`src/rtl/pvs_pkg.sv`:
```
package pvs_pkg;
  localparam int unsigned SYS_HZ = 200_000_000;
  localparam int unsigned FRAME_HZ = 8000;
  localparam int unsigned RATE_128_HZ = 128_000;
  localparam int unsigned RATE_256_HZ = 256_000;
  localparam int unsigned RATE_512_HZ = 512_000;

  // half bit clock periods in system cycles, rounded down
  localparam logic [9:0] HALF_128 = 10'(SYS_HZ / (2 * RATE_128_HZ));
  localparam logic [9:0] HALF_256 = 10'(SYS_HZ / (2 * RATE_256_HZ));
  localparam logic [9:0] HALF_512 = 10'(SYS_HZ / (2 * RATE_512_HZ));
  // bit clocks per 8 kHz frame
  localparam logic [6:0] BPF_128 = 7'(RATE_128_HZ / FRAME_HZ);
  localparam logic [6:0] BPF_256 = 7'(RATE_256_HZ / FRAME_HZ);
  localparam logic [6:0] BPF_512 = 7'(RATE_512_HZ / FRAME_HZ);

  localparam logic [6:0] LONG_SYNC_BITS = 7'h08;
  localparam logic [3:0] SLOT_LAST_16 = 4'hF;
  localparam logic [3:0] SLOT_LAST_8 = 4'h7;
  localparam logic [1:0] SLOT_LAST_IDX = 2'h3;

  localparam logic [7:0] ADDR_CTRL = 8'h00;
  localparam logic [7:0] ADDR_SLOTS = 8'h04;
  localparam logic [7:0] ADDR_STATUS = 8'h08;
  localparam logic [7:0] ADDR_TX0 = 8'h10;
  localparam logic [7:0] ADDR_RX0 = 8'h20;
  localparam int CFG_W = 18;
  localparam logic [CFG_W-1:0] CTRL_RST = 18'h00000;
  localparam logic [3:0] SLOTS_RST = 4'h1;

  typedef enum logic [1:0] {
    PVS_FMT_LONG = 2'b00,
    PVS_FMT_SHORT = 2'b01,
    PVS_FMT_GCI = 2'b10
  } pvs_frame_t;

  typedef enum logic [1:0] {
    PVS_SMP_8 = 2'b00,
    PVS_SMP_13 = 2'b01,
    PVS_SMP_16 = 2'b10
  } pvs_sample_t;

  typedef enum logic [1:0] {
    PVS_PAD_SIGN = 2'b00,
    PVS_PAD_ZERO = 2'b01,
    PVS_PAD_ATTEN = 2'b10
  } pvs_pad_t;

  typedef enum logic [1:0] {
    PVS_RATE_128 = 2'b00,
    PVS_RATE_256 = 2'b01,
    PVS_RATE_512 = 2'b10
  } pvs_rate_t;

  // control register layout, msb first: bit 17 enable .. bit 0 hiz_early
  typedef struct packed {
    logic enable;
    logic master;
    pvs_frame_t frame;
    pvs_rate_t rate;
    logic slot16;
    pvs_sample_t sample;
    logic big_endian;
    pvs_pad_t pad;
    logic [2:0] atten;
    logic mute;
    logic sync_off;
    logic hiz_early;
  } pvs_cfg_t;

  typedef struct packed {
    logic clk;
    logic sync;
    logic din;
  } pvs_pins_t;
endpackage

```
`src/rtl/pvs_sync.sv`:
```
`timescale 1ns/1ps
module pvs_sync #(
  parameter int W = 3
) (
  input wire logic i_clk_sys,
  input wire logic i_arst_n,
  input wire logic i_ce,
  input wire logic [W-1:0] i_d,
  output logic [W-1:0] o_q
);
  logic [W-1:0] s1;
  logic [W-1:0] s2;
  logic [W-1:0] s3;

  // a bit moves only once stages two and three agree
  always_ff @(posedge i_clk_sys or negedge i_arst_n) begin
    if (!i_arst_n) begin
      s1 <= '0;
      s2 <= '0;
      s3 <= '0;
      o_q <= '0;
    end else if (i_ce) begin
      s1 <= i_d;
      s2 <= s1;
      s3 <= s2;
      o_q <= (o_q & (s2 ^ s3)) | (s3 & ~(s2 ^ s3));
    end
  end
endmodule

```
`src/rtl/pvs_port.sv`:
```
`timescale 1ns/1ps
// What this block does
// master drives bit clock and frame sync at 128, 256 or 512 kHz
// slave takes bit clock and sync from outside, bit clock up to 2048 kHz
// samples are 13/16-bit linear or 8-bit companded, one per slot per 8 kHz frame
// up to three of the first four slots carry data, one channel each
// long frame sync: rising sync edge marks the sample word start
// master in long frame sync holds sync high eight bit clocks
// slave long sync: far end holds sync two falls to 62.5 us
// input sampled on falling clock edges, output launched on rising edges
// output released after slot last bit, on its fall or next rise
// short frame sync: one clock high, falling edge marks word start
// gci: each bit spans two clocks, samples are 8-bit companded
// gci: sync pulse starts each 8 kHz frame, channels in first four slots
// slots are 8 or 16 clocks; 8-clock slots only for 8-bit samples; in gci the code uses 8-clock slots for any sample setting
// bit order in slot selectable, little or big endian
// unused bits of 16-clock slots: sign, zeros or 3-bit attenuation
// mute drives every output data bit as zero
// master can hold sync low while bit clock keeps running
// first slot starts the period after frame start, slots back to back
module pvs_port
  import pvs_pkg::*;
(
  input wire logic i_clk_sys,
  input wire logic i_arst_n,
  input wire logic i_ce,
  input wire logic [7:0] i_addr,
  input wire logic [31:0] i_wdata,
  input wire logic i_we,
  input wire logic i_re,
  output logic [31:0] o_rdata,
  input wire logic i_pcm_clk,
  output logic o_pcm_clk,
  output logic o_pcm_clk_oe_n,
  input wire logic i_pcm_sync,
  output logic o_pcm_sync,
  output logic o_pcm_sync_oe_n,
  input wire logic i_pcm_in,
  output logic o_pcm_out,
  output logic o_pcm_out_oe_n
);
  pvs_cfg_t cfg;
  logic [3:0] slot_en;
  logic [15:0] tx_data [4];
  logic [15:0] rx_data [4];
  logic [3:0] rx_new;
  logic [7:0] frame_cnt;
  logic [9:0] div_cnt;
  logic [9:0] half;
  logic [6:0] bpf;
  logic mclk;
  logic [6:0] mbit;
  logic [6:0] next_mbit;
  logic sync_r;
  logic next_sync;
  pvs_pins_t pins_s;
  logic s_clk_q;
  logic is_master;
  logic m_rise;
  logic m_fall;
  logic rise_ev;
  logic fall_ev;
  logic sync_lvl;
  logic sync_q;
  logic start_pend;
  logic start_now;
  logic gci;
  logic gphase;
  logic active;
  logic [1:0] slot;
  logic [3:0] bitc;
  logic eff16;
  logic last_bit;
  logic advance;
  logic bit_fall;
  logic next_active;
  logic [1:0] next_slot;
  logic [3:0] next_bitc;
  logic [15:0] tx_word;
  logic [15:0] rx_acc;
  logic [15:0] next_acc;
  logic [3:0] rx_idx;
  logic [3:0] tx_idx;
  logic [3:0] rd_clr;
  logic [31:0] rd_val;

  assign is_master = cfg.enable && cfg.master;
  assign gci = (cfg.frame == PVS_FMT_GCI);
  assign eff16 = !gci && (cfg.slot16 || (cfg.sample != PVS_SMP_8));
  assign last_bit = (bitc == (eff16 ? SLOT_LAST_16 : SLOT_LAST_8));

  // ---------------- register port ----------------
  always_ff @(posedge i_clk_sys or negedge i_arst_n) begin
    if (!i_arst_n) begin
      cfg <= pvs_cfg_t'(CTRL_RST);
      slot_en <= SLOTS_RST;
      for (int i = 0; i < 4; i++) begin
        tx_data[i] <= 16'h0000;
      end
    end else if (i_ce && i_we) begin
      if (i_addr == ADDR_CTRL) begin
        cfg <= pvs_cfg_t'(i_wdata[CFG_W-1:0]);
      end
      if (i_addr == ADDR_SLOTS) begin
        // a fourth channel is dropped, only three fit
        slot_en <= (i_wdata[3:0] == 4'hF) ? 4'h7 : i_wdata[3:0];
      end
      for (int i = 0; i < 4; i++) begin
        if (i_addr == ADDR_TX0 + 8'(4 * i)) begin
          tx_data[i] <= i_wdata[15:0];
        end
      end
    end
  end

  always_comb begin
    rd_val = 32'h00000000;
    rd_clr = 4'h0;
    if (i_addr == ADDR_CTRL) begin
      rd_val = {14'h0000, cfg};
    end else if (i_addr == ADDR_SLOTS) begin
      rd_val = {28'h0000000, slot_en};
    end else if (i_addr == ADDR_STATUS) begin
      rd_val = {16'h0000, frame_cnt, 3'h0, active, rx_new};
    end
    for (int i = 0; i < 4; i++) begin
      if (i_addr == ADDR_TX0 + 8'(4 * i)) begin
        rd_val = {16'h0000, tx_data[i]};
      end
      if (i_addr == ADDR_RX0 + 8'(4 * i)) begin
        rd_val = {16'h0000, rx_data[i]};
        rd_clr[i] = i_re;
      end
    end
  end

  always_ff @(posedge i_clk_sys or negedge i_arst_n) begin
    if (!i_arst_n) begin
      o_rdata <= 32'h00000000;
    end else if (i_ce) begin
      o_rdata <= i_re ? rd_val : 32'h00000000;
    end
  end

  // ---------------- master clock and sync ----------------
  always_comb begin
    unique case (cfg.rate)
      PVS_RATE_256: begin
        half = HALF_256;
        bpf = BPF_256;
      end
      PVS_RATE_512: begin
        half = HALF_512;
        bpf = BPF_512;
      end
      default: begin
        half = HALF_128;
        bpf = BPF_128;
      end
    endcase
  end

  assign m_rise = is_master && (div_cnt == half - 10'h001) && !mclk;
  assign m_fall = is_master && (div_cnt == half - 10'h001) && mclk;

  always_ff @(posedge i_clk_sys or negedge i_arst_n) begin
    if (!i_arst_n) begin
      div_cnt <= 10'h000;
      mclk <= 1'b0;
    end else if (i_ce) begin
      if (!is_master) begin
        div_cnt <= 10'h000;
        mclk <= 1'b0;
      end else if (div_cnt == half - 10'h001) begin
        div_cnt <= 10'h000;
        mclk <= ~mclk;
      end else begin
        div_cnt <= div_cnt + 10'h001;
      end
    end
  end

  always_comb begin
    next_mbit = (mbit >= bpf - 7'h01) ? 7'h00 : mbit + 7'h01;
    if (cfg.sync_off) begin
      next_sync = 1'b0;
    end else if (cfg.frame == PVS_FMT_LONG) begin
      next_sync = (next_mbit < LONG_SYNC_BITS);
    end else begin
      next_sync = (next_mbit == 7'h00);
    end
  end

  // sync moves on the rising clock edge, or at once when sync_off is set, one pulse per 8 kHz frame
  always_ff @(posedge i_clk_sys or negedge i_arst_n) begin
    if (!i_arst_n) begin
      mbit <= 7'h7F;
      sync_r <= 1'b0;
    end else if (i_ce) begin
      if (!is_master) begin
        mbit <= 7'h7F;
        sync_r <= 1'b0;
      end else if (m_rise || cfg.sync_off) begin
        mbit <= m_rise ? next_mbit : mbit;
        sync_r <= next_sync;  // a pulse in flight is cut at once
      end
    end
  end

  assign o_pcm_clk = mclk;
  assign o_pcm_sync = sync_r;
  assign o_pcm_clk_oe_n = ~is_master;
  assign o_pcm_sync_oe_n = ~is_master;

  // ---------------- slave pins ----------------
  // three-stage filter bounds slave clock to well under SYS_HZ / 4
  pvs_sync #(
    .W(3)
  ) u_sync (
    .i_clk_sys(i_clk_sys),
    .i_arst_n(i_arst_n),
    .i_ce(i_ce),
    .i_d({i_pcm_clk, i_pcm_sync, i_pcm_in}),
    .o_q(pins_s)
  );

  always_ff @(posedge i_clk_sys or negedge i_arst_n) begin
    if (!i_arst_n) begin
      s_clk_q <= 1'b0;
    end else if (i_ce) begin
      s_clk_q <= pins_s.clk;
    end
  end


  assign rise_ev = is_master ? m_rise : (cfg.enable && pins_s.clk && !s_clk_q);
  assign fall_ev = is_master ? m_fall : (cfg.enable && !pins_s.clk && s_clk_q);
  assign sync_lvl = is_master ? sync_r : pins_s.sync;

  // ---------------- frame engine ----------------
  // only the sync edge counts, so any legal long sync width works
  always_ff @(posedge i_clk_sys or negedge i_arst_n) begin
    if (!i_arst_n) begin
      sync_q <= 1'b0;
      start_pend <= 1'b0;
    end else if (i_ce) begin
      if (!cfg.enable) begin
        sync_q <= 1'b0;
        start_pend <= 1'b0;
      end else if (fall_ev) begin
        sync_q <= sync_lvl;
        if (cfg.frame == PVS_FMT_LONG) begin
          start_pend <= sync_lvl && !sync_q;
        end else begin
          start_pend <= !sync_lvl && sync_q;
        end
      end else if (rise_ev) begin
        start_pend <= 1'b0;
      end
    end
  end

  assign start_now = rise_ev && start_pend;
  // in gci the second clock of a bit neither launches nor advances
  assign advance = rise_ev && !start_pend && active && (!gci || !gphase);
  assign bit_fall = fall_ev && active && (!gci || !gphase);

  always_comb begin
    next_active = active;
    next_slot = slot;
    next_bitc = bitc;
    if (start_now) begin
      next_active = 1'b1;
      next_slot = 2'h0;
      next_bitc = 4'h0;
    end else if (advance) begin
      if (!last_bit) begin
        next_bitc = bitc + 4'h1;
      end else begin
        next_bitc = 4'h0;
        next_slot = slot + 2'h1;
        next_active = (slot != SLOT_LAST_IDX);
      end
    end
  end

  always_ff @(posedge i_clk_sys or negedge i_arst_n) begin
    if (!i_arst_n) begin
      active <= 1'b0;
      slot <= 2'h0;
      bitc <= 4'h0;
      gphase <= 1'b0;
      frame_cnt <= 8'h00;
    end else if (i_ce) begin
      if (!cfg.enable) begin
        active <= 1'b0;
        gphase <= 1'b0;
      end else begin
        active <= next_active;
        slot <= next_slot;
        bitc <= next_bitc;
        if (start_now) begin
          gphase <= gci;
          frame_cnt <= frame_cnt + 8'h01;
        end else if (rise_ev && gci) begin
          gphase <= ~gphase;
        end
      end
    end
  end

  // ---------------- slot word and bit order ----------------
  always_comb begin
    unique case (cfg.sample)
      PVS_SMP_13: begin
        unique case (cfg.pad)
          PVS_PAD_SIGN: tx_word = {tx_data[next_slot][12:0], {3{tx_data[next_slot][12]}}};
          PVS_PAD_ATTEN: tx_word = {tx_data[next_slot][12:0], cfg.atten};
          default: tx_word = {tx_data[next_slot][12:0], 3'h0};
        endcase
      end
      PVS_SMP_16: tx_word = tx_data[next_slot];
      default: begin
        unique case (cfg.pad)
          PVS_PAD_SIGN: tx_word = {tx_data[next_slot][7:0], {8{tx_data[next_slot][7]}}};
          PVS_PAD_ATTEN: tx_word = {tx_data[next_slot][7:0], 5'h00, cfg.atten};
          default: tx_word = {tx_data[next_slot][7:0], 8'h00};
        endcase
      end
    endcase
    // 8-clock slots use only the upper byte of the word
    tx_idx = cfg.big_endian ? 4'hF - next_bitc : (eff16 ? next_bitc : 4'h8 + next_bitc);
    rx_idx = cfg.big_endian ? 4'hF - bitc : (eff16 ? bitc : 4'h8 + bitc);
    next_acc = rx_acc;
    next_acc[rx_idx] = pins_s.din;
  end

  always_ff @(posedge i_clk_sys or negedge i_arst_n) begin
    if (!i_arst_n) begin
      o_pcm_out <= 1'b0;
      o_pcm_out_oe_n <= 1'b1;
    end else if (i_ce) begin
      if (!cfg.enable) begin
        o_pcm_out <= 1'b0;
        o_pcm_out_oe_n <= 1'b1;
      end else if (start_now || advance) begin
        if (next_active && slot_en[next_slot]) begin
          o_pcm_out <= cfg.mute ? 1'b0 : tx_word[tx_idx];
          o_pcm_out_oe_n <= 1'b0;
        end else begin
          o_pcm_out <= 1'b0;
          o_pcm_out_oe_n <= 1'b1;
        end
      end else if (bit_fall && last_bit && cfg.hiz_early) begin
        o_pcm_out_oe_n <= 1'b1;
      end
    end
  end

  // capture on the falling edge; companded bytes pass through untouched
  always_ff @(posedge i_clk_sys or negedge i_arst_n) begin
    if (!i_arst_n) begin
      rx_acc <= 16'h0000;
      rx_new <= 4'h0;
      for (int i = 0; i < 4; i++) begin
        rx_data[i] <= 16'h0000;
      end
    end else if (i_ce) begin
      if (bit_fall && slot_en[slot]) begin
        rx_acc <= next_acc;
      end
      for (int i = 0; i < 4; i++) begin
        // a fresh sample wins over a read in the same cycle
        if (bit_fall && last_bit && slot_en[slot] && slot == 2'(i)) begin
          unique case (cfg.sample)
            PVS_SMP_13: rx_data[i] <= {3'h0, next_acc[15:3]};
            PVS_SMP_16: rx_data[i] <= next_acc;
            default: rx_data[i] <= {8'h00, next_acc[15:8]};
          endcase
          rx_new[i] <= 1'b1;
        end else if (rd_clr[i]) begin
          rx_new[i] <= 1'b0;
        end
      end
    end
  end

  // ---------------- assertions ----------------
  logic [3:0] sync_hi_cnt;

  always_ff @(posedge i_clk_sys or negedge i_arst_n) begin
    if (!i_arst_n) begin
      sync_hi_cnt <= 4'h0;
    end else if (i_ce && m_rise) begin
      sync_hi_cnt <= sync_r ? sync_hi_cnt + 4'h1 : 4'h0;
    end
  end
endmodule

```
`config.mk`:
```
export PLATFORM = sky130hd
export DESIGN_NAME = pvs_port
export DESIGN_NICKNAME = d
export VERILOG_FILES = /design/src/rtl/pvs_pkg.sv /design/src/rtl/pvs_sync.sv /design/src/rtl/pvs_port.sv
export SDC_FILE = /design/constraint.sdc
export NUM_CORES = 1
export LEC_CHECK = 0
export BUFFER_PORTS_ARGS = -buffer_cell sky130_fd_sc_hd__buf_2
export CAP_MARGIN = 5
export CELL_PAD_IN_SITES_DETAIL_PLACEMENT = 1
export CELL_PAD_IN_SITES_GLOBAL_PLACEMENT = 1
export CORE_ASPECT_RATIO = 1.25
export CORE_MARGIN = 4
export CORE_UTILIZATION = 45
export DETAILED_ROUTE_END_ITERATION = 6
export MAX_ROUTING_LAYER = met4
export PLACE_DENSITY_LB_ADDON = 0.1
export SYNTH_ARGS = -nofsm -noshare
export SYNTH_HDL_FRONTEND = slang
export SYNTH_HIERARCHICAL = 1
export SYNTH_SLANG_ARGS = --single-unit
```
`constraint.sdc`:
```
create_clock -name i_clk_sys -period 11.9 [get_ports i_clk_sys]
set_clock_uncertainty 0.15 [all_clocks]
set_input_delay 0.595 -clock i_clk_sys [delete_from_list [all_inputs] [get_ports i_clk_sys]]
set_output_delay 0.595 -clock i_clk_sys [all_outputs]
set_load 0.05 [all_outputs]
```
==> results.json, run 1 <==
{
  "routed_wl_um": 41100,
  "postSynthCellCount": 1170,
  "setup_viol": 0,
  "die_h_um": 196,
  "drive_above_1_share_pct": 26.8,
  "min_period_over_period_pct": 46.8,
  "yosysMostFrequentCell": "dfrtp_1",
  "cap_violations": 0,
  "fin_setup_tns_ps": 0,
  "route.antenna.remaining_nets": 0,
  "hold_buffers": 1,
  "dp_hpwl_um": 27400,
  "htree_num_levels": 1,
  "clock-sinks": 240,
  "path_cells": "inv_1 -> ha_1 -> nor4b_1 -> o2111ai_1 -> o21ai_1 -> a31oi_1 -> or2_1 -> buf_4 -> mux2i_1 -> mux2i_1 -> mux2i_1 -> mux4_2 -> o21ai_1 -> a41oi_1 -> o41ai_2",
  "core.rowCount": 68,
  "yosysTopAreaCell": "dfrtp_1",
  "clkLatencyLatePin_ps": 540,
  "grt_first_pass_wirelength_um": 63900,
  "layout.nets": 1283,
  "yosys_warnings": 6,
  "cts.clk_slew.worst_paths_ps": 60,
  "fmax_mhz": 180,
  "drc": 0,
  "syn_to_final_growth_pct": 11.9,
  "cts_tree": "built",
  "synth-seq-cells": 240,
  "core_area_sq_mm": 0.0278,
  "powerDensity_mw_per_mm2": 128,
  "track_usage_pct": 26.9,
  "crit_buf_inv": 2,
  "timing.critical_path.mode_cell": "mux2i_1",
  "slowest_stage": "or2_1",
  "yosysSeqAreaShare_pct": 47.1,
  "clock_path_buffers": 3,
  "gp_congestion": 0.889,
  "synth_top_area_share_pct": 45.2,
  "antenna_found_initial": 0,
  "cpPeakStageDelay_ps": 540,
  "rsz0062_at_grt": "no",
  "synth.distinct_cells": 79,
  "die_x_um": 159,
  "start_kind": "flop",
  "hold_class": "input port to flop",
  "gr-total-overflow": 0,
  "slew_viol_final": 0,
  "worstPathMaxFanout": 21,
  "drt_iter0_markers": 679,
  "cts-buffers-inserted": 27,
  "required_ps": 12190,
  "outcome": "complete, no violations",
  "ctsRootBufferMaster": "clkbuf_16",
  "dr.pass1.iters": 6,
  "via_per_inst": 6.28,
  "initial_utilization_pct": 45.9,
  "slew_headroom_pct": 23.1,
  "placed_area_sq_mm": 0.0134,
  "cts_resized": 0,
  "synth_area_leaders": "dfrtp_1 (45%), mux2_2 (16%), mux2i_1 (3.4%), nand2_1 (2.9%), nor2_1 (2.8%)",
  "worstSetupPathType": "flop to flop",
  "die-area_sq_mm": 0.0312,
  "grt_pass1_vias": 10489,
  "max-vdd-ir-drop_uv": 105,
  "num_io_pins": 86,
  "port_buffers": 57,
  "p_leak_nw": 6.79,
  "synth_edf_count": 0,
  "grt_max_degree": 100,
  "fin_area_sq_mm": 0.0143,
  "wl_per_cell_um": 25.9,
  "crit_family": "compound AO/OA/AOI/OAI gates",
  "postCtsSetupRepairBufs": 0,
  "r2r_slack_ps": 6330,
  "crit_path_end_kind": "flop",
  "hold_viol_final": 0,
  "diodes": 0,
  "critPathArrivalTime_ps": 5860,
  "period_minus_slack_ps": 5570,
  "vias": 9972,
  "synthFlopType": "dfrtp_1",
  "syn-cell-area_sq_mm": 0.0128,
  "fin_hold_ws_ps": 135,
  "worst_slew_pin_slew_ps": 1150,
  "syn_avg_cell_area_sq_um": 10.9,
  "synth_common_cells": "dfrtp_1 (231), mux2_2 (176), nand2_1 (98)",
  "synthArstFlopShare_pct": 100
}
per-layer routing:
metal	part of all wire, %	GRT usage (%)	up-vias
met1	43	34.1	5242
li1	-	-	4439
met3	3.9	3.05	73
met5	0	-	-
met4	3.7	9.04	0
met2	50	45.5	218
final timing paths:
path                             from  depth (start not counted)      endpoint
min in group asynchronous    i_arst_n                          2     rx_acc[2]
setup / recovery              cfg[12]                         15     o_pcm_out
hold / removal              i_pcm_clk                          2  u_sync/s1[2]
max in group asynchronous    i_arst_n                          3        cfg[8]
setup reg to reg              cfg[12]                         15     o_pcm_out
hold reg to reg            o_rdata[7]                          1    o_rdata[7]
state kept, by name, summed over array words and instances, names as in the netlist, 2 cells and up, named ones only:
| register | flops |
|---|---|
| rx_data | 64 |
| o_rdata | 18 |
| u_sync/s2 | 3 |
| cfg | 18 |
| rx_acc | 16 |
| u_sync/s3 | 3 |
| rx_new | 4 |
| slot | 2 |
| slot_en | 4 |
| tx_data | 64 |
| bitc | 4 |
| frame_cnt | 8 |
| u_sync/s1 | 3 |
| div_cnt | 10 |
| mbit | 7 |
report_power, final:
part | total (mW) | switching (mW) | internal [mW] | leakage, nW
Clock | 0.858 | 0.352 | 0.506 | 0.450
Sequential | 0.857 | 0.0234 | 0.834 | 3.29
Combinational | 0.119 | 0.0804 | 0.0390 | 3.05
cell usage in the layout (no fill, tap or decap), types with 4 or more instances in the layout:
master	netlist	layout
o211ai_1	6	6
nand4_1	8	8
a31oi_1	13	13
a21o_1	7	7
o2bb2ai_1	15	15
o21ai_0	57	57
mux2_2	176	176
a21oi_1	31	31
clkbuf_16	0	27
nand2_1	98	98
mux2_4	4	4
a222oi_1	11	11
conb_1	1	14
dfrtp_1	231	231
xnor2_1	13	13
inv_1	26	26
buf_4	17	21
buf_2	5	56
nand2b_1	14	14
a221oi_1	28	28
and2_1	4	4
a2111oi_0	6	6
xor2_1	7	7
and3_1	8	8
clkbuf_8	0	11
dfstp_2	9	9
nand3_1	29	29
a22o_1	11	11
mux2i_1	43	43
nor3b_1	4	4
nor2_1	95	92
a22oi_1	37	37
a41oi_1	9	9
nor3_1	9	9
o31ai_1	5	5
ha_1	16	16
metrics by stage:
stage / setup slack [ps] / utilization, % / power [mW] / instances
after global placement: 6500 / 48.1 / 0.990 / 1539
final: 6330 / 51.4 / 1.83 / 1589
after global routing: 5980 / 51.4 / 1.90 / 1589
after CTS: 6360 / 51.4 / 1.85 / 1589
after detailed placement: 6420 / 48.1 / 0.992 / 1539
after floorplan: 7810 / - / 0.936 / 1183
kinds of logic after synthesis:
group	count (synthesis)	synth area share, %
mux	226	19.9
xor+xnor	21	1.59
other cells	1	0.0293
compound gates	275	15.7
flops	240	47.1
buf+inv	100	3.73
simple gates	291	10.5
fa+ha+maj	16	1.57
cell type report:
type	count	area (sq um)
clock buffer	41	838
multi-input combinational	843	6360
tap	350	438
inverter	28	105
fill	3013	13500
clock inverter	8	77.6
timing repair buffer	79	463
sequential	240	6020
(Power assumes the default switching activity.)
==> inputs of run 2 (changes only) <==
--- a/config.mk
+++ b/config.mk
@@ -5,6 +5,7 @@
 export SDC_FILE = /design/constraint.sdc
 export NUM_CORES = 1
 export LEC_CHECK = 0
+export ABC_AREA = 1
 export BUFFER_PORTS_ARGS = -buffer_cell sky130_fd_sc_hd__buf_2
 export CAP_MARGIN = 5
 export CELL_PAD_IN_SITES_DETAIL_PLACEMENT = 1
==> constraint.sdc (replaced) <==
create_clock -name i_clk_sys -period 5.2 [get_ports i_clk_sys]
set_clock_uncertainty 0.15 [all_clocks]
set_input_delay 0.26 -clock i_clk_sys [delete_from_list [all_inputs] [get_ports i_clk_sys]]
set_output_delay 0.26 -clock i_clk_sys [all_outputs]
set_load 0.05 [all_outputs]
==> run 2 against run 1 <==
  * Synthesized area is 1.1% higher
  * Critical path depth is 8 higher
  * Flip-flop and latch count stayed put
  * Register-to-register slack worse by 5100 ps
  * First-iteration DRC count is 23% higher
  * Wire length is 13% higher
  * Worst hold slack worse by 79 ps
  * Global-route usage is 3.6 points higher
  * Utilization is 0.30 points lower
  * Die area is 1.0% higher
  * Cell count is 32% higher
  * Critical endpoint unchanged
  * Largest cell class is now sequential cells
==> results.json, run 2 <==
{
  "outcome": "complete, no violations",
  "syn-cell-area_sq_mm": 0.0129,
  "synth-seq-cells": 240,
  "worstSetupPathType": "flop to flop",
  "layout.nets": 1783,
  "clock-sinks": 240,
  "drc": 0,
  "power_mw": 5.19,
  "route.antenna.remaining_nets": 0,
  "r2r_slack_ps": 1190,
  "syn_avg_cell_area_sq_um": 7.72,
  "period_minus_slack_ps": 4010,
  "num_io_pins": 86,
  "clock_path_buffers": 3,
  "cap_violations": 0,
  "synth_common_cells": "nand2_1 (458), dfrtp_1 (231), o21ai_0 (226)",
  "required_ps": 5490,
  "critPathArrivalTime_ps": 4300,
  "worst_slack_ps": 1190,
  "core_area_sq_mm": 0.0284,
  "grt_pass1_vias": 12571,
  "cts-buffers-inserted": 27,
  "switching_power_mw": 1.71,
  "place_ws_ps": 1130,
  "powerDensity_mw_per_mm2": 358,
  "drive_above_1_share_pct": 9.38,
  "dp_hpwl_um": 33100,
  "grt_max_degree": 126,
  "drt_iter0_markers": 832,
  "synth_area_leaders": "dfrtp_1 (45%), nand2_1 (13%), o21ai_0 (8.8%), nand3_1 (7.6%), inv_1 (4.2%)",
  "p_int_mw": 3.48,
  "p_leak_nw": 6.92,
  "min_from": "i_we",
  "synthFlopType": "dfrtp_1",
  "reg2reg_to": "o_pcm_out",
  "setup_viol": 0,
  "syn_to_final_growth_pct": 12.4,
  "min_period_over_period_pct": 77.1,
  "dr.pass1.iters": 5,
  "hold_viol_final": 0,
  "min_path_cells": 5,
  "die_x_um": 160,
  "initial_utilization_pct": 45.5,
  "die-area_sq_mm": 0.0315,
  "grt_first_pass_wirelength_um": 72900,
  "vias": 12145,
  "max-vdd-ir-drop_uv": 267,
  "track_usage_pct": 30.5,
  "worstPathMaxFanout": 37,
  "hold_class": "input port to flop",
  "final_common_cell": "nand2_1",
  "worst_slew_pin_slew_ps": 1290,
  "synth_edf_count": 0,
  "final_cell_mix": "nand2_1 (458), dfrtp_1 (231), o21ai_0 (226)",
  "r2r_cells": 23,
  "die_h_um": 197,
  "ctsRootBufferMaster": "clkbuf_16",
  "start_kind": "flop",
  "clkLatencyLatePin_ps": 560,
  "seq_power_share_pct": 40.5,
  "diodes": 0,
  "timing.rr.start": "cfg[12]",
  "crit_path_end_kind": "flop",
  "postCtsSetupRepairBufs": 0,
  "routed_wl_um": 46500,
  "postSynthCellCount": 1672,
  "yosysSeqAreaShare_pct": 46.6,
  "whs_endpoint": "slot_en[0]",
  "clockPowerShare_pct": 38.2,
  "via_per_inst": 5.80,
  "switching_share_pct": 33.0,
  "synth.distinct_cells": 52,
  "slew_viol_final": 0,
  "htree_num_levels": 1,
  "comb_power_share_pct": 21.3,
  "synthArstFlopShare_pct": 100,
  "core.rowCount": 69,
  "yosysMostFrequentCell": "nand2_1",
  "yosys_warnings": 6,
  "fmax_mhz": 250,
  "rsz0062_at_grt": "no",
  "wl_per_cell_um": 22.2,
  "fin_setup_tns_ps": 0,
  "antenna_found_initial": 0,
  "synth_top_area_share_pct": 44.8,
  "cts_tree": "built",
  "yosysTopAreaCell": "dfrtp_1",
  "gr-total-overflow": 0,
  "gp_congestion": 0.978,
  "reg_top3": "rx_data: 64 flops, tx_data: 64 flops",
  "slew_headroom_pct": 13.5,
  "cts.clk_slew.worst_paths_ps": 60,
  "port_buffers": 57
}
[run 2: changes by cell type in the layout (fill, tap and decap cells not counted), moves of 35 or more]
cell     before  now
a22oi_1      37    2
o21ai_0      57  226
mux2_2      176    1
nand2_1      98  458
mux2i_1      43    1
inv_1        26  146
nand3_1      29  196
[run 2: cell families (layout without fill, tap and decap cells)]
family                     after synthesis  count (layout)  share of synthesized area (%)
and+or+nand+nor                        779             779                           26.1
AOI/OAI and AO/OA                      363             363                           16.0
buffers and inverters                  253             306                           8.28
DFF                                    240             240                           46.6
xor gates and xnor gates                18              18                           1.28
adders and majority gates               16              16                           1.55
muxes                                    2               2                          0.165
other                                    1              14                         0.0290
[run 2: layer usage]
metal  track usage [%]  wire [um]  vias up
li1                  -          -     5622
met1              36.8      18600     6049
met2              51.4      23200      376
met3              3.63       2330       98
met4              14.2       2380        0
met5                 -          0        -
[run 2: how the worst max path moves through the flow]
stage | slack [ps] | end | cells after the start | startpoint
floorplan | 2480 | o_pcm_out | 24 | cfg[12]
CTS | 1230 | o_pcm_out | 23 | cfg[12]
detailed placement | 1130 | cfg[16] | 7 | i_addr[1]
global route | 900 | o_pcm_out | 23 | cfg[12]
finish | 1190 | o_pcm_out | 23 | cfg[12]
global placement | 1130 | cfg[16] | 7 | i_addr[1]
[run 2: critical path, stage by stage, from the launching register on]
cell and delay, ps:
dfrtp_1 400, inv_1 140, ha_1 420, inv_1 90, nand2_1 60, nand2_1 50, inv_1 40, nand2_1 70
nor2_4 110, nand3_4 110, nand2_8 140, nand2_8 210, nand3_1 200, nand2_1 70, nand2_1 530, inv_2 250
nand3_1 150, nand3_1 80, nand3_1 130, nand2_1 60, a21oi_1 120, nand2_1 120, nand3_1 100, nand2_1 50
[run 2: power by group through the flow]
stage / clock network, mW / registers (mW) / logic (mW)
2_1_floorplan: 0 / 2.12 / 0.727
3_3_place_gp: 0 / 2.13 / 1.04
3_5_place_dp: 0 / 2.13 / 1.07
6_report: 1.98 / 2.10 / 1.11
4_1_cts: 2.01 / 2.10 / 1.10
5_1_grt: 2.10 / 2.12 / 1.22
[run 2: layout make-up]
cell class                 instances  area, sq um
clock buffer                      40          774
clock inverter                     8          124
fill                            3523        13900
inverter                         161          604
multi-input combinational       1192         5880
sequential                       240         6020
tap                              355          444
timing repair buffer              97          666
[run 2: timing repair]
item                      in CTS  in global routing
gates resized for setup        0                  0
hold buffers                  23                  0
hold endpoints to repair     190                  0
[run 2: per-stage QoR]
stage / cell area (sq um) / hold slack (ps) / utilization [%] / std cells
2_1_floorplan: 13000 / -186 / - / 1685
3_3_place_gp: 13400 / 266 / 47.1 / 2022
3_5_place_dp: 13400 / 267 / 47.1 / 2022
4_1_cts: 14500 / 46.9 / 51.1 / 2093
5_1_grt: 14500 / 132 / 51.1 / 2093
6_report: 14500 / 55.9 / 51.1 / 2093
==> inputs of run 3 (changes only) <==
==> constraint.sdc (replaced) <==
create_clock -name i_clk_sys -period 4 [get_ports i_clk_sys]
set_clock_uncertainty 0.15 [all_clocks]
set_input_delay 0.2 -clock i_clk_sys [delete_from_list [all_inputs] [get_ports i_clk_sys]]
set_output_delay 0.2 -clock i_clk_sys [all_outputs]
set_load 0.05 [all_outputs]
==> run 3 against run 2 <==
  * Fmax rose by 11%
  * Largest cell class unchanged
  * Utilization up 1.1 points
  * Critical path type unchanged
  * Non-clock buffer count grew 32
  * Worst setup slack lost 800 ps
  * Via count rose by 1.2%
  * Clock power increased by 34%
  * Flip-flop and latch count unchanged
==> results.json, run 3 (synthesis results as in run 2) <==
{
  "cp-startpoint": "cfg[12]",
  "fmax_mhz": 277,
  "core_area_sq_mm": 0.0284,
  "worst_slew_pin_slew_ps": 1020,
  "cts_resized": 0,
  "worstSetupPathType": "flop to flop",
  "critPathArrivalTime_ps": 3930,
  "required_ps": 4330,
  "timing.rr.start": "cfg[12]",
  "layout.nets": 1815,
  "fin_area_sq_mm": 0.0148,
  "met3_length_um": 2060,
  "route.antenna.remaining_nets": 0,
  "cts_tree": "built",
  "dr.pass1.iters": 5,
  "slew_headroom_pct": 32.2,
  "final_cell_mix": "nand2_1 (458), dfrtp_1 (231), o21ai_0 (226)",
  "drt_iter0_markers": 1037,
  "reg_top3": "rx_data: 64 flops, tx_data: 64 flops",
  "multi_input_area_sq_mm": 0.00588,
  "gp_congestion": 0.977,
  "grt_first_pass_wirelength_um": 73400,
  "hold_class": "input port to flop",
  "worstPathMaxFanout": 36,
  "outcome": "complete, no violations",
  "port_buffers": 57,
  "cap_violations": 0,
  "grt_pass1_vias": 12780,
  "initial_utilization_pct": 45.5,
  "fin_setup_tns_ps": 0,
  "rsz0062_at_grt": "no",
  "clkLatencyLatePin_ps": 540,
  "hold_viol_final": 0,
  "grt_max_degree": 93,
  "seq_area_sq_mm": 0.00602,
  "hold_buffers": 29,
  "setup_viol": 0,
  "powerDensity_mw_per_mm2": 461,
  "syn_to_final_growth_pct": 14.8,
  "p_leak_nw": 7.10,
  "antenna_found_initial": 0,
  "clock-sinks": 240,
  "filler_cell_count": 3505,
  "htree_num_levels": 1,
  "vias": 12296,
  "start_kind": "flop",
  "slew_viol_final": 0,
  "num_io_pins": 86,
  "diodes": 0,
  "gr-total-overflow": 0,
  "wl_per_cell_um": 21.9,
  "via_per_inst": 5.78,
  "max-vdd-ir-drop_uv": 329,
  "reg2reg_to": "o_pcm_out",
  "dp_hpwl_um": 34300,
  "route.met2.wl_um": 22200,
  "track_usage_pct": 30.5,
  "period_minus_slack_ps": 3600,
  "clock_path_buffers": 3,
  "cts.clk_slew.worst_paths_ps": 60,
  "die_h_um": 197,
  "r2r_slack_ps": 400,
  "die-area_sq_mm": 0.0315,
  "routed_wl_um": 46500,
  "routed.top_layer": "met4",
  "cts-buffers-inserted": 27,
  "postCtsSetupRepairBufs": 0,
  "m1WireLength_um": 19500,
  "die_x_um": 160,
  "r2r_cells": 21,
  "crit_end": "o_pcm_out",
  "crit_path_end_kind": "flop",
  "placed_area_sq_mm": 0.0136,
  "final_common_cell": "nand2_1",
  "min_from": "i_we",
  "drive_above_1_share_pct": 11.0,
  "min_period_over_period_pct": 90.1,
  "drc": 0,
  "core.rowCount": 69,
  "ctsRootBufferMaster": "clkbuf_16"
}
-- run 3: worst min path at each step --
| stage | slack, ps | depth (start not counted) | endpoint |
|---|---|---|---|
| 2_1_floorplan | -250 | 0 | active |
| 3_3_place_gp | 100 | 1 | div_cnt[6] |
| 3_5_place_dp | 110 | 1 | div_cnt[6] |
| 4_1_cts | 20 | 5 | slot_en[1] |
| 5_1_grt | 70 | 5 | slot_en[1] |
| 6_report | 50 | 4 | slot_en[1] |
-- run 3: area by class of cell --
| class | instances | share of cell area, % |
|---|---|---|
| Tap cell | 355 | 3.00 |
| Clock buffer | 39 | 5.47 |
| Multi-Input combinational cell | 1192 | 39.6 |
| Inverter | 161 | 4.07 |
| Sequential cell | 240 | 40.6 |
| Clock inverter | 11 | 0.962 |
| Timing Repair Buffer | 129 | 6.29 |
-- run 3: worst max-delay path, cell delays in order, from the launching register on --
cell and delay, ps:
dfrtp_1 380, inv_1 130, ha_1 350, inv_1 70, nand2_1 60, nand2_1 50
inv_1 50, nand2_1 80, nor2_4 120, nand3_4 110, nand2_8 130, nand3_2 100
nand2_4 270, nand2_8 230, inv_2 240, o21ai_1 80, a21oi_1 170, o22ai_1 150
nor4_1 290, buf_4 180, nand3_1 70, nand2_1 60
-- run 3: report_power, final --
group,internal [mW],total (mW),switching (mW),leakage (nW)
registers,2.59,2.74,0.146,3.23
clock network,1.60,2.66,1.06,0.468
logic,0.433,1.44,1.01,3.40
total,4.62,6.84,2.22,7.10
-- run 3: metrics by stage --
step / cells / power (mW) / worst slack [ps] / utilization [%] / hold slack [ps]
after floorplan: 1685 / 3.70 / 1280 / - / -246
after global placement: 2048 / 4.13 / 473 / 47.8 / 101
after detailed placement: 2048 / 4.18 / 409 / 47.8 / 108
after CTS: 2127 / 6.88 / 398 / 52.2 / 24.7
after global routing: 2127 / 7.16 / 40.5 / 52.2 / 73.2
final: 2127 / 6.84 / 396 / 52.2 / 51.1
-- run 3: per-layer routing --
layer | up-vias | global-route usage, %
met5 | - | -
met1 | 6103 | 37.9
met2 | 373 | 50.0
met4 | 0 | 15.3
met3 | 121 | 2.90
li1 | 5699 | -
